===== src/pkg/bcrs_consts.svh =====
// Constants of the bridge channel and range sequencer
`ifndef BCRS_CONSTS_SVH
`define BCRS_CONSTS_SVH

// ----------------------------------------
// Register map (byte addresses)
// ----------------------------------------
`define BCRS_ADDR_W 4
`define BCRS_OFF_CTRL 4'h0
`define BCRS_OFF_STEP 4'h4
`define BCRS_OFF_STATUS 4'h8
`define BCRS_OFF_ADC 4'hC

// ----------------------------------------
// Field positions
// ----------------------------------------
`define BCRS_CTRL_AUTO 0
`define BCRS_STEP_CHAN_UP 0
`define BCRS_STEP_CHAN_DN 1
`define BCRS_STEP_RANGE_UP 2
`define BCRS_STEP_RANGE_DN 3
`define BCRS_ST_CHAN_LSB 0
`define BCRS_ST_RANGE_LSB 4
`define BCRS_ST_AUTO 8
`define BCRS_ST_BUSY 9
`define BCRS_ST_HSEL_LSB 10

// ----------------------------------------
// Channel and range codes
// ----------------------------------------
`define BCRS_CHAN_FIRST 3'h0
`define BCRS_CHAN_LAST 3'h7
`define BCRS_RANGE_2R 3'h0
`define BCRS_RANGE_2M 3'h6
`define BCRS_RANGE_OPEN 3'h7
`define BCRS_RESET_RANGE 3'h7
`define BCRS_RESET_CTRL 1'h0

// ----------------------------------------
// Autorange thresholds and holdoff timing
// ----------------------------------------
`define BCRS_ADC_W 16
`define BCRS_THRESH_UP 16'h4E1F
`define BCRS_THRESH_DOWN 16'h0708
`define BCRS_SYNC_HZ 50
`define BCRS_HOLD_SHORT_S 1
`define BCRS_HOLD_MID_S 4
`define BCRS_HOLD_LONG_S 16

`endif


===== src/pkg/bcrs_pkg.sv =====
// Types shared by the bridge channel and range sequencer
package bcrs_pkg;

  // ----------------------------------------
  // Carriers and encodings
  // ----------------------------------------
  typedef logic [2:0] bcrs_range_t;
  typedef logic [2:0] bcrs_chan_t;

  typedef struct packed {
    logic up;
    logic down;
  } bcrs_step_s;

  typedef enum logic [1:0] {
    BCRS_HOLD_SHORT,
    BCRS_HOLD_MID,
    BCRS_HOLD_LONG
  } bcrs_hold_e;

endpackage


===== src/logic/bcrs_sequencer.sv =====
// Channel selector, manual range stepper and autorange engine of the bridge
// ----------------------------------------
// Summary of operation
// Eight-channel counter wraps both ways: 7 up gives 0, 0 down gives 7.
// Each selector operation moves the channel one step; no direct jumps.
// Fitted ground option ties a channel's current return only while selected.
// Relay drivers energise exactly one channel at any time out of reset; all are off while reset is held.
// Manual up step advances one decade, saturating at 2 megohm.
// Manual down from 2 ohm gives open; down from open gives 2 megohm.
// Autorange steps up when result exceeds 19999, unless at 2 megohm.
// Autorange steps down one decade when result falls below 1800.
// Automatic down ranging stops at 2 ohm, never selecting open.
// Automatic changes are separated by a jumper-chosen 1, 4 or 16 s holdoff.
// Holdoff counts sync clock periods, so faster sync shortens it.
// With no other jumper fitted the shortest holdoff applies.
// Autorange uses the converter result regardless of the displayed quantity.
// Operator should autorange only while plain resistance is displayed.
// Controller should null the input before switching and release it afterwards.
// Automatic range changes alter only the range, never excitation.
// Holdoff restarts on every range change and blocks automatic changes meanwhile.
// Range code holds seven decades plus open; open after reset.
// ----------------------------------------
//
// The register addresses and strobed register access were left to the implementer.
`timescale 1ns/1ps
`include "bcrs_consts.svh"

module bcrs_sequencer #(
  parameter int CHANNELS = 8,
  parameter int SYNC_HZ = `BCRS_SYNC_HZ,
  parameter int HOLD_CNT_W = 12
) (
  input wire logic clk,
  input wire logic nrst,
  input wire logic [`BCRS_ADDR_W-1:0] busAddr,
  input wire logic [31:0] busWdata,
  input wire logic busWrite,
  input wire logic busRead,
  output logic [31:0] busRdata,
  input wire bcrs_pkg::bcrs_step_s panelChan,
  input wire bcrs_pkg::bcrs_step_s panelRange,
  input wire logic panelAuto,
  input wire logic [`BCRS_ADC_W-1:0] adcResult,
  input wire logic adcValid,
  input wire logic syncTick,
  input wire logic [CHANNELS-1:0] channel_ground_jumpers,
  input wire logic holdoff_short_select,
  input wire logic holdoff_mid_select,
  input wire logic holdoff_long_select,
  output logic [CHANNELS-1:0] relayDrive,
  output logic [CHANNELS-1:0] groundTie,
  output bcrs_pkg::bcrs_range_t rangeCode,
  output bcrs_pkg::bcrs_chan_t channelNum,
  output logic autoActive,
  output logic holdoffBusy
);
  import bcrs_pkg::*;

  initial begin
    if (CHANNELS != 8) begin
      $error("bcrs_sequencer: the channel counter serves exactly eight channels");
    end
  end

  // ----------------------------------------
  // Register bus: control, step commands, status, last result
  // ----------------------------------------
  logic autoEnable_reg;
  logic [`BCRS_ADC_W-1:0] lastAdc_reg;
  bcrs_step_s busChan;
  bcrs_step_s busRange;
  logic stepWrite;

  assign stepWrite = busWrite && busAddr == `BCRS_OFF_STEP;
  assign busChan.up = stepWrite && busWdata[`BCRS_STEP_CHAN_UP];
  assign busChan.down = stepWrite && busWdata[`BCRS_STEP_CHAN_DN];
  assign busRange.up = stepWrite && busWdata[`BCRS_STEP_RANGE_UP];
  assign busRange.down = stepWrite && busWdata[`BCRS_STEP_RANGE_DN];

  always_ff @(posedge clk) begin
    if (!nrst) begin
      autoEnable_reg <= `BCRS_RESET_CTRL;
    end else if (busWrite && busAddr == `BCRS_OFF_CTRL) begin
      autoEnable_reg <= busWdata[`BCRS_CTRL_AUTO];
    end
  end

  // Result kept for software; autorange logic reads the live input
  always_ff @(posedge clk) begin
    if (!nrst) begin
      lastAdc_reg <= '0;
    end else if (adcValid) begin
      lastAdc_reg <= adcResult;
    end
  end

  // ----------------------------------------
  // Holdoff selection from the jumpers
  // ----------------------------------------
  bcrs_hold_e holdSel;

  always_comb begin
    if (holdoff_long_select) begin
      holdSel = BCRS_HOLD_LONG;
    end else if (holdoff_mid_select) begin
      holdSel = BCRS_HOLD_MID;
    end else begin
      holdSel = BCRS_HOLD_SHORT;
    end
  end

  // ----------------------------------------
  // Channel counter
  // ----------------------------------------
  bcrs_chan_t chan_reg;
  bcrs_chan_t chan_next;
  logic chanUp;
  logic chanDown;

  // Opposite requests in one cycle cancel rather than pick a winner
  assign chanUp = (panelChan.up || busChan.up) && !(panelChan.down || busChan.down);
  assign chanDown = (panelChan.down || busChan.down) && !(panelChan.up || busChan.up);

  always_comb begin
    chan_next = chan_reg;
    if (chanUp) begin
      if (chan_reg == `BCRS_CHAN_LAST) begin
        chan_next = `BCRS_CHAN_FIRST;
      end else begin
        chan_next = chan_reg + 3'h1;
      end
    end else if (chanDown) begin
      if (chan_reg == `BCRS_CHAN_FIRST) begin
        chan_next = `BCRS_CHAN_LAST;
      end else begin
        chan_next = chan_reg - 3'h1;
      end
    end
  end

  always_ff @(posedge clk) begin
    if (!nrst) begin
      chan_reg <= `BCRS_CHAN_FIRST;
    end else begin
      chan_reg <= chan_next;
    end
  end

  // ----------------------------------------
  // Relay and ground drivers
  // ----------------------------------------
  // Drivers follow the counter one cycle later; a glitch-free one-hot
  // per bit is worth the extra cycle of relay latency.
  genvar gi;
  generate
    for (gi = 0; gi < CHANNELS; gi++) begin : g_chan
      always_ff @(posedge clk) begin
        if (!nrst) begin
          relayDrive[gi] <= 1'b0;
          groundTie[gi] <= 1'b0;
        end else begin
          relayDrive[gi] <= chan_reg == 3'(gi);
          groundTie[gi] <= channel_ground_jumpers[gi] && chan_reg == 3'(gi);
        end
      end
    end
  endgenerate

  // ----------------------------------------
  // Range stepper and autorange engine
  // ----------------------------------------
  bcrs_range_t range_reg;
  bcrs_range_t range_next;
  logic rangeUp;
  logic rangeDown;
  logic autoOn;
  logic holdBusy;
  logic autoUp;
  logic autoDown;
  logic isDecade;
  logic manualMove;
  logic rangeChange;

  assign rangeUp = (panelRange.up || busRange.up) && !(panelRange.down || busRange.down);
  assign rangeDown = (panelRange.down || busRange.down) && !(panelRange.up || busRange.up);
  assign autoOn = panelAuto || autoEnable_reg;
  assign isDecade = range_reg != `BCRS_RANGE_OPEN;

  // The result is used as is, whatever the display shows
  assign autoUp = autoOn && adcValid && !holdBusy && isDecade
    && adcResult > `BCRS_THRESH_UP && range_reg != `BCRS_RANGE_2M;
  assign autoDown = autoOn && adcValid && !holdBusy && isDecade
    && adcResult < `BCRS_THRESH_DOWN && range_reg != `BCRS_RANGE_2R;

  assign manualMove = rangeUp || rangeDown;

  // Manual steps win over the autorange engine in the same cycle
  always_comb begin
    range_next = range_reg;
    if (rangeUp) begin
      if (range_reg == `BCRS_RANGE_OPEN) begin
        range_next = range_reg;
      end else if (range_reg != `BCRS_RANGE_2M) begin
        range_next = range_reg + 3'h1;
      end
    end else if (rangeDown) begin
      if (range_reg == `BCRS_RANGE_2R) begin
        range_next = `BCRS_RANGE_OPEN;
      end else if (range_reg == `BCRS_RANGE_OPEN) begin
        range_next = `BCRS_RANGE_2M;
      end else begin
        range_next = range_reg - 3'h1;
      end
    end else if (autoUp) begin
      range_next = range_reg + 3'h1;
    end else if (autoDown) begin
      range_next = range_reg - 3'h1;
    end
  end

  assign rangeChange = range_next != range_reg;

  // Only the range moves here; excitation is not a port of this block
  always_ff @(posedge clk) begin
    if (!nrst) begin
      range_reg <= `BCRS_RESET_RANGE;
    end else begin
      range_reg <= range_next;
    end
  end

  bcrs_holdoff #(
    .SYNC_HZ(SYNC_HZ),
    .CNT_W(HOLD_CNT_W)
  ) u_holdoff (
    .clk(clk),
    .nrst(nrst),
    .restart(rangeChange),
    .syncTick(syncTick),
    .holdSel(holdSel),
    .busy(holdBusy)
  );

  // ----------------------------------------
  // Status outputs
  // ----------------------------------------
  always_ff @(posedge clk) begin
    if (!nrst) begin
      autoActive <= 1'b0;
    end else begin
      autoActive <= autoOn;
    end
  end

  assign rangeCode = range_reg;
  assign channelNum = chan_reg;
  assign holdoffBusy = holdBusy;

  // ----------------------------------------
  // Read data, valid in the cycle after the read strobe
  // ----------------------------------------
  logic [31:0] readMux;

  always_comb begin
    readMux = 32'h0000_0000;
    case (busAddr)
      `BCRS_OFF_CTRL: begin
        readMux[`BCRS_CTRL_AUTO] = autoEnable_reg;
      end
      `BCRS_OFF_STATUS: begin
        readMux[`BCRS_ST_CHAN_LSB +: 3] = chan_reg;
        readMux[`BCRS_ST_RANGE_LSB +: 3] = range_reg;
        readMux[`BCRS_ST_AUTO] = autoOn;
        readMux[`BCRS_ST_BUSY] = holdBusy;
        readMux[`BCRS_ST_HSEL_LSB +: 3] = {holdoff_long_select, holdoff_mid_select, holdoff_short_select};
      end
      `BCRS_OFF_ADC: begin
        readMux[`BCRS_ADC_W-1:0] = lastAdc_reg;
      end
      default: begin
        readMux = 32'h0000_0000;
      end
    endcase
  end

  always_ff @(posedge clk) begin
    if (!nrst) begin
      busRdata <= 32'h0000_0000;
    end else if (busRead) begin
      busRdata <= readMux;
    end else begin
      busRdata <= 32'h0000_0000;
    end
  end

  logic unusedMove;
  assign unusedMove = manualMove;

endmodule


===== src/logic/bcrs_holdoff.sv =====
// Holdoff timer between automatic range changes, counted in sync ticks
`timescale 1ns/1ps
`include "bcrs_consts.svh"

module bcrs_holdoff #(
  parameter int SYNC_HZ = `BCRS_SYNC_HZ,
  parameter int SHORT_S = `BCRS_HOLD_SHORT_S,
  parameter int MID_S = `BCRS_HOLD_MID_S,
  parameter int LONG_S = `BCRS_HOLD_LONG_S,
  parameter int CNT_W = 12
) (
  input wire logic clk,
  input wire logic nrst,
  input wire logic restart,
  input wire logic syncTick,
  input wire bcrs_pkg::bcrs_hold_e holdSel,
  output logic busy
);
  import bcrs_pkg::*;

  localparam int SHORT_TICKS = SHORT_S * SYNC_HZ;
  localparam int MID_TICKS = MID_S * SYNC_HZ;
  localparam int LONG_TICKS = LONG_S * SYNC_HZ;

  initial begin
    if (SHORT_TICKS < 1 || LONG_TICKS >= (1 << CNT_W) || CNT_W > 31) begin
      $error("bcrs_holdoff: holdoff lengths do not fit the counter");
    end
  end

  logic [CNT_W-1:0] count_reg;
  logic [CNT_W-1:0] load;

  always_comb begin
    case (holdSel)
      BCRS_HOLD_MID: load = CNT_W'(MID_TICKS);
      BCRS_HOLD_LONG: load = CNT_W'(LONG_TICKS);
      default: load = CNT_W'(SHORT_TICKS);
    endcase
  end

  // Only sync ticks advance the count, so a faster oscillator shortens the wait
  always_ff @(posedge clk) begin
    if (!nrst) begin
      count_reg <= '0;
    end else if (restart) begin
      count_reg <= load;
    end else if (syncTick && count_reg != '0) begin
      count_reg <= count_reg - CNT_W'(1);
    end
  end

  always_ff @(posedge clk) begin
    if (!nrst) begin
      busy <= 1'b0;
    end else if (restart) begin
      busy <= 1'b1;
    end else if (syncTick && count_reg <= CNT_W'(1)) begin
      busy <= 1'b0;
    end
  end

endmodule


===== config.mk =====
export PLATFORM = sky130hd
export DESIGN_NAME = bcrs_sequencer
export DESIGN_NICKNAME = d
export VERILOG_FILES = /design/src/pkg/bcrs_pkg.sv /design/src/logic/bcrs_sequencer.sv /design/src/logic/bcrs_holdoff.sv
export VERILOG_INCLUDE_DIRS = /design/src /design/src/pkg
export SDC_FILE = /design/constraint.sdc
export NUM_CORES = 1
export LEC_CHECK = 0
export BUFFER_PORTS_ARGS = -buffer_cell sky130_fd_sc_hd__buf_2
export CORE_MARGIN = 2
export CORE_UTILIZATION = 54
export CTS_BUF_LIST = sky130_fd_sc_hd__clkbuf_4 sky130_fd_sc_hd__clkbuf_8
export CTS_CLUSTER_DIAMETER = 100
export DETAILED_ROUTE_END_ITERATION = 8
export PLACE_DENSITY_LB_ADDON = 0.3
export RECOVER_POWER = 100
export SLEW_MARGIN = 25
export SYNTH_ARGS = -nofsm -noshare
export SYNTH_HDL_FRONTEND = slang
export SYNTH_SLANG_ARGS = --single-unit

===== constraint.sdc =====
create_clock -name clk -period 7 [get_ports clk]
set_input_delay 1.4 -clock clk [delete_from_list [all_inputs] [get_ports clk]]
set_output_delay 1.4 -clock clk [all_outputs]
set_load 0.01 [all_outputs]

Yosys cells after proc, flatten, opt, wreduce, memory -nomap -nowiden
Cells that the tools add are included.
{"block": "classes", "n_eq_ne": 16, "reduce_logical": 47, "n_mux": 23, "magnitude_cmp": 3, "addsub": 5}
{"op": "$mux 3", "n": 12}
{"op": "$logic_and 1x1->1", "n": 27}
{"op": "$mux 12", "n": 2}
{"op": "$pmux 10 s2", "n": 1}
{"op": "$gt 16x15->1 const B", "n": 1}
{"op": "$lt 16x11->1 const B", "n": 1}
{"op": "$eq 3x3->1 const B", "n": 5}
{"op": "$le 12x1->1 const B", "n": 1}
{"op": "$reduce_bool 12->1", "n": 1}
{"op": "$sub 12x1->12 const B", "n": 1}
{"op": "$pmux 5 s2", "n": 1}
{"op": "$eq 4x4->1 const B", "n": 2}
{"op": "$add 3x1->3 const B", "n": 2}
{"op": "$eq 3x2->1 const B", "n": 2}
{"op": "$logic_not 3->1", "n": 2}
{"op": "$ne 3x3->1 const B", "n": 2}
{"op": "$pmux 3 s2", "n": 1}
{"op": "$reduce_bool 2->1", "n": 3}
{"op": "$sub 3x1->3 const B", "n": 2}
{"op": "$logic_not 1->1", "n": 5}
{"op": "$logic_or 1x1->1", "n": 5}
{"op": "$eq 4x3->1 const B", "n": 1}
{"op": "$logic_not 4->1", "n": 1}
{"op": "$pmux 2 s2", "n": 1}
{"op": "10 further kinds", "n": 12}
{"block": "totals", "output_inout_bits": 56, "word_cells": 120, "reg_bits": 85, "in_bits": 74}

Longest topological paths before layout
{"block": "depth", "ltp_word": 12, "ltp_mapped": 11, "depth_no_buf": 10}

Cells and area by module
Synthesis repeated with hierarchy kept, for this count alone.
{"block": "hier_totals", "cells_unflattened": 368, "area_unflattened_um2": 3384.5}
{"module": "bcrs_sequencer", "seq_area_each_um2": 1121.1, "instances": 1, "area_each_um2": 2591.2, "cells_per_inst": 274}
{"module": "bcrs_holdoff", "seq_area_each_um2": 260.2, "instances": 1, "area_each_um2": 793.3, "cells_per_inst": 94}

Least setup slack after synthesis
Ideal clock, no wire load.
{"block": "synth_timing", "kind": "input-to-reg", "from": "input adcValid", "to": "register u_holdoff.count_reg[5]", "required_time_ns": 6.914, "cell_stages": 8, "t_arrival_ns": 3.293, "n_path_buf": 1, "slack_ns": 3.621, "setup_ns": 0.086, "cell_sequence": "buf_2 or4b_4 o31ai_1 a211o_2 o211a_1 mux2i_4 nor2_2 a221oi_2"}
{"block": "synth_via", "elab_chain_len": 11, "word_cells_on_any_way": 14}
{"item": "from (decl)", "line_no": "bcrs_sequencer.sv:44", "rtl": "input wire logic adcValid,"}
{"item": "$logic_and 1x1->1 (*) (3 in series)", "line_no": "bcrs_sequencer.sv:190, bcrs_sequencer.sv:192"}
{"item": "$logic_and 1x1->1 (no source line) (2 in series)"}
{"item": "$mux 3", "line_no": "bcrs_sequencer.sv:216", "rtl": "end else if (autoDown) begin"}
{"item": "$mux 3 (*)", "line_no": "bcrs_sequencer.sv:214", "rtl": "end else if (autoUp) begin"}
{"item": "$mux 3 (*)", "line_no": "bcrs_sequencer.sv:206", "rtl": "end else if (rangeDown) begin"}
{"item": "$mux 3 (*)", "line_no": "bcrs_sequencer.sv:200", "rtl": "if (rangeUp) begin"}
{"item": "$ne 3x3->1 (*)", "line_no": "bcrs_sequencer.sv:221", "rtl": "assign rangeChange = range_next != range_reg;"}
{"item": "$mux 12 / $reduce_bool 2->1 (equally long branches)"}
{"item": "to (signal assigned)", "line_no": "bcrs_holdoff.sv:47", "rtl": "count_reg <= load;"}
{"item": "to (signal assigned)", "line_no": "bcrs_holdoff.sv:49", "rtl": "count_reg <= count_reg - CNT_W'(1);"}
{"item": "to (decl)", "line_no": "bcrs_holdoff.sv:31", "rtl": "logic [CNT_W-1:0] count_reg;"}
Mark *: on every way between the ends. The rest lies on a longest branch, timed or not.
A chain may end at the register's enable or synchronous reset.

Worst setup path in the final report
{"block": "layout_timing", "from": "input busAddr[2]", "to": "register u_holdoff.count_reg[5]"}
{"block": "layout_via", "elab_chain_len": 10, "word_cells_on_any_way": 15}
{"item": "from (decl)", "line_no": "bcrs_sequencer.sv:35", "rtl": "input wire logic [`BCRS_ADDR_W-1:0] busAddr,"}
{"item": "$eq 4x3->1 (no source line) (*)"}
{"item": "$logic_and 1x1->1 (no source line) (*)"}
{"item": "$logic_and 1x1->1", "line_no": "bcrs_sequencer.sv:77", "rtl": "assign busRange.up = stepWrite && busWdata[`BCRS_STEP_RANGE_UP];"}
{"item": "$logic_or 1x1->1", "line_no": "bcrs_sequencer.sv:184, bcrs_sequencer.sv:185"}
{"item": "$logic_not 1->1", "line_no": "bcrs_sequencer.sv:185", "rtl": "assign rangeDown = (panelRange.down || busRange.down) && !(panelRange.up || busRange.up);"}
{"item": "$logic_and 1x1->1", "line_no": "bcrs_sequencer.sv:185"}
{"item": "$mux 3", "line_no": "bcrs_sequencer.sv:206"}
{"item": "$mux 3 (*)", "line_no": "bcrs_sequencer.sv:200"}
{"item": "$ne 3x3->1 (*)", "line_no": "bcrs_sequencer.sv:221"}
{"item": "$mux 12 / $reduce_bool 2->1 (equally long branches)"}
Marks and branches as above.

==> metrics.md <==
| Metric | Value |
|---|---|
| Largest area contributor in the netlist | dfxtp_1 |
| Crit path cell chain | clkbuf_1 -> nor2b_1 -> a31oi_1 -> or4_1 -> o211ai_1 -> o2111ai_1 -> mux2i_1 -> nor2_1 -> a221oi_1 |
| Final Util | 64.6% |
| Worst-Skew Late Latency | 330 ps |
| Worst Setup End Kind | flop |
| Pin count of the biggest net entering global routing | 32 |
| Worst slew pin tran | 1230 ps |
| Post-synth EDFFs | 0 |
| Top Ports | 130 |
| Iteration-0 DRC Markers | 203 |
| Clk sink count | 69 |
| Tcrit/Tclk final | 72.6% |
| R2r setup slk | 3280 ps |
| Final Slew Violations | 0 |
| Total negative slack | 0 ps |
| Core area | 5960 um2 |
| Fin. Hold Viols | 0 |
| Global-route wire length before repair | 11.3 mm |
| Setup CP Type | input pin to flop |
| Fmax | 197 MHz |
| Yosys top cell area share | 41.3% |
| Worst R2R Path Depth | 9 |
| Drt via density | 5.30 |
| RSZ-0062 raised after global routing | false |
| Hold Crit Class | flop to flop |
| Via count | 2759 |
| Total power per unit cell area | 270 nW/um2 |
| Gr usage total | 22.0% |
| Post-DP Area | 3710 um2 |
| Post-Route Skew | 9.12 ps |
| Peak fanout along the critical path | 20 |
| Clk root buf | clkbuf_8 |
| Final Instance Area | 3850 um2 |
| Postcts setup bufs | 0 |
| Post-DRT Antenna Nets | 0 |
| Die ar. | 6840 um2 |
| Rows | 28 |
| Max Root-Sink Buffers | 2 |
| Max-Slew Margin vs Limit | 15.5% |
| DR WL/cell | 13.9 um |
| Most common flop cell mapped by yosys | dfxtp_1 |
| Hpwl dp | 5.35 mm |
| Fraction of registers with async set or reset after synthesis | 0% |
| Req. time, crit path | 7220 ps |
| Sequential-to-total area share from yosys stat | 41.3% |
| Worst reg2reg startpoint | rangeCode[1]$_SDFF_PN1_ |
| Critical Path Start Type | input pin |
| Nets | 531 |
| Post-CTS resize count | 0 |
| Synth Instances | 358 |
| Synth warnings | 0 |
| Hold-critical path depth | 1 |
| P&R area growth vs syn | 15.0% |
| Hold slack | 471 ps |
| Unique masters post-synth | 58 |
| Synth cell count leaders | 69 x dfxtp_1, 50 x nor2_1, 27 x mux2i_1 |
| Post-synthesis register bit count | 69 |
| Slowest cell delay on critical path | 990 ps |
| Worst EP arrival | 5310 ps |
| Fillers | 556 |
| R2r endpoint | u_holdoff.count_reg[5]$_SDFFE_PN0P_ |
| Initial core utilization | 56.2% |
| Final setup fails | 0 |
| Hold Path End | busRdata[7]$_SDFF_PN0_ |
| Port buffer count | 85 |
| Top cells by area, synth | dfxtp_1 41%, mux2i_1 8.1%, ha_1 6.0% |
| Syn_area_per_cell | 9.35 um2 |
| Static leakage | 0.00172 uW |
| Minimum clock period | 5080 ps |
| CTS H-tree lvls | 3 |
| CTS Buf Count | 9 |
| Hold_sp | lastAdc_reg[7]$_SDFFE_PN0P_ |
| Initial antenna violation count | 0 |
| Vias in the first global route | 2475 |
| CTS tree | built |
| Maxcap violations | 0 |
| Final global-route overflow total | 0 |
| Hold-fix buffers at CTS | 0 |
| First-pass iteration count of the detailed router | 4 |
| GPL Wtd Cong | 0.909 |
| Peak supply drop | 0.000175 V |
| Count leader, synth | dfxtp_1 |
| Die Y-Extent | 82.7 um |
| CTS clk-pin slew, worst paths | 70 ps |
| Mapped cell area | 3350 um2 |
| Die width | 82.7 um |
| DRC viols | 0 |
| WL final | 7.24 mm |
| Antenna Diode Count | 0 |
| Share of layout cells above drive strength 1 | 16.1% |
| Status | completed |
| Slowest-stage cell, CP | mux2i_1 |
-- critical path, delay by kind of cell --
family          cells  cell delay (ps)
simple gates        3             1230
compound gates      4              880
mux                 1              990
buf+inv             1              800
-- how the worst max path moves through the flow --
stage	start	to	depth (start not counted)
after floorplan	adcValid	u_holdoff.count_reg[5]$_SDFFE_PN0P_	8
after global routing	busAddr[2]	u_holdoff.count_reg[5]$_SDFFE_PN0P_	9
after CTS	busAddr[2]	u_holdoff.count_reg[3]$_SDFFE_PN0P_	9
final	busAddr[2]	u_holdoff.count_reg[5]$_SDFFE_PN0P_	9
after global placement	busAddr[2]	u_holdoff.count_reg[5]$_SDFFE_PN0P_	9
after detailed placement	busAddr[2]	u_holdoff.count_reg[5]$_SDFFE_PN0P_	9
-- area by class of cell --
cell class                 instances  area (um2)  area share (%)
tap                               75        93.8            2.44
inverter                          13        48.8            1.27
multi-input combinational        263        1740            45.1
timing repair buffer              85         373            9.69
clock buffer                      13         173            4.49
clock inverter                     3        42.5            1.11
sequential                        69        1380            35.9
-- cell families after synthesis --
family,count (synthesis),share of synthesized area [%]
other,1,0.112
flip-flops,69,41.3
multiplexers,29,9.09
adder cells (fa/ha/maj),16,5.98
XOR/XNOR,13,3.63
AO/OA/AOI/OAI,53,11.2
AND/OR/NAND/NOR,136,21.1
buffers and inverters,41,7.67
-- where the power goes --
group / switching, uW / total [uW] / internal, uW
registers: 30.4 / 455 / 425
logic: 140 / 240 / 99.9
clock network: 145 / 342 / 197
-- cell usage in the layout, fill, tap and decap left out, types with 13 or more instances in the layout --
cell / count
dfxtp_1: 69
nor2_1: 51
buf_2: 43
clkbuf_1: 42
mux2i_1: 28
nand2_1: 16
ha_1: 16
conb_1: 16
a21oi_1: 15
and3_1: 14
inv_1: 13
-- per-stage QoR --
| step | worst slack (ps) | std cells | power [uW] |
|---|---|---|---|
| 2_1_floorplan | 3620 | 373 | 656 |
| 3_3_place_gp | 2850 | 505 | 703 |
| 3_5_place_dp | 2770 | 505 | 712 |
| 4_1_cts | 3100 | 521 | 1050 |
| 5_1_grt | 1510 | 521 | 1090 |
| 6_report | 1920 | 521 | 1040 |
-- per-layer routing --
metal	vias to the layer above	track usage (%)	routed length, um
met3	6	5.76	556
met4	0	6.72	62
li1	1389	-	-
met2	99	34.8	3320
met1	1265	29.3	3310
met5	-	0	0
(Power assumes the default switching activity.)
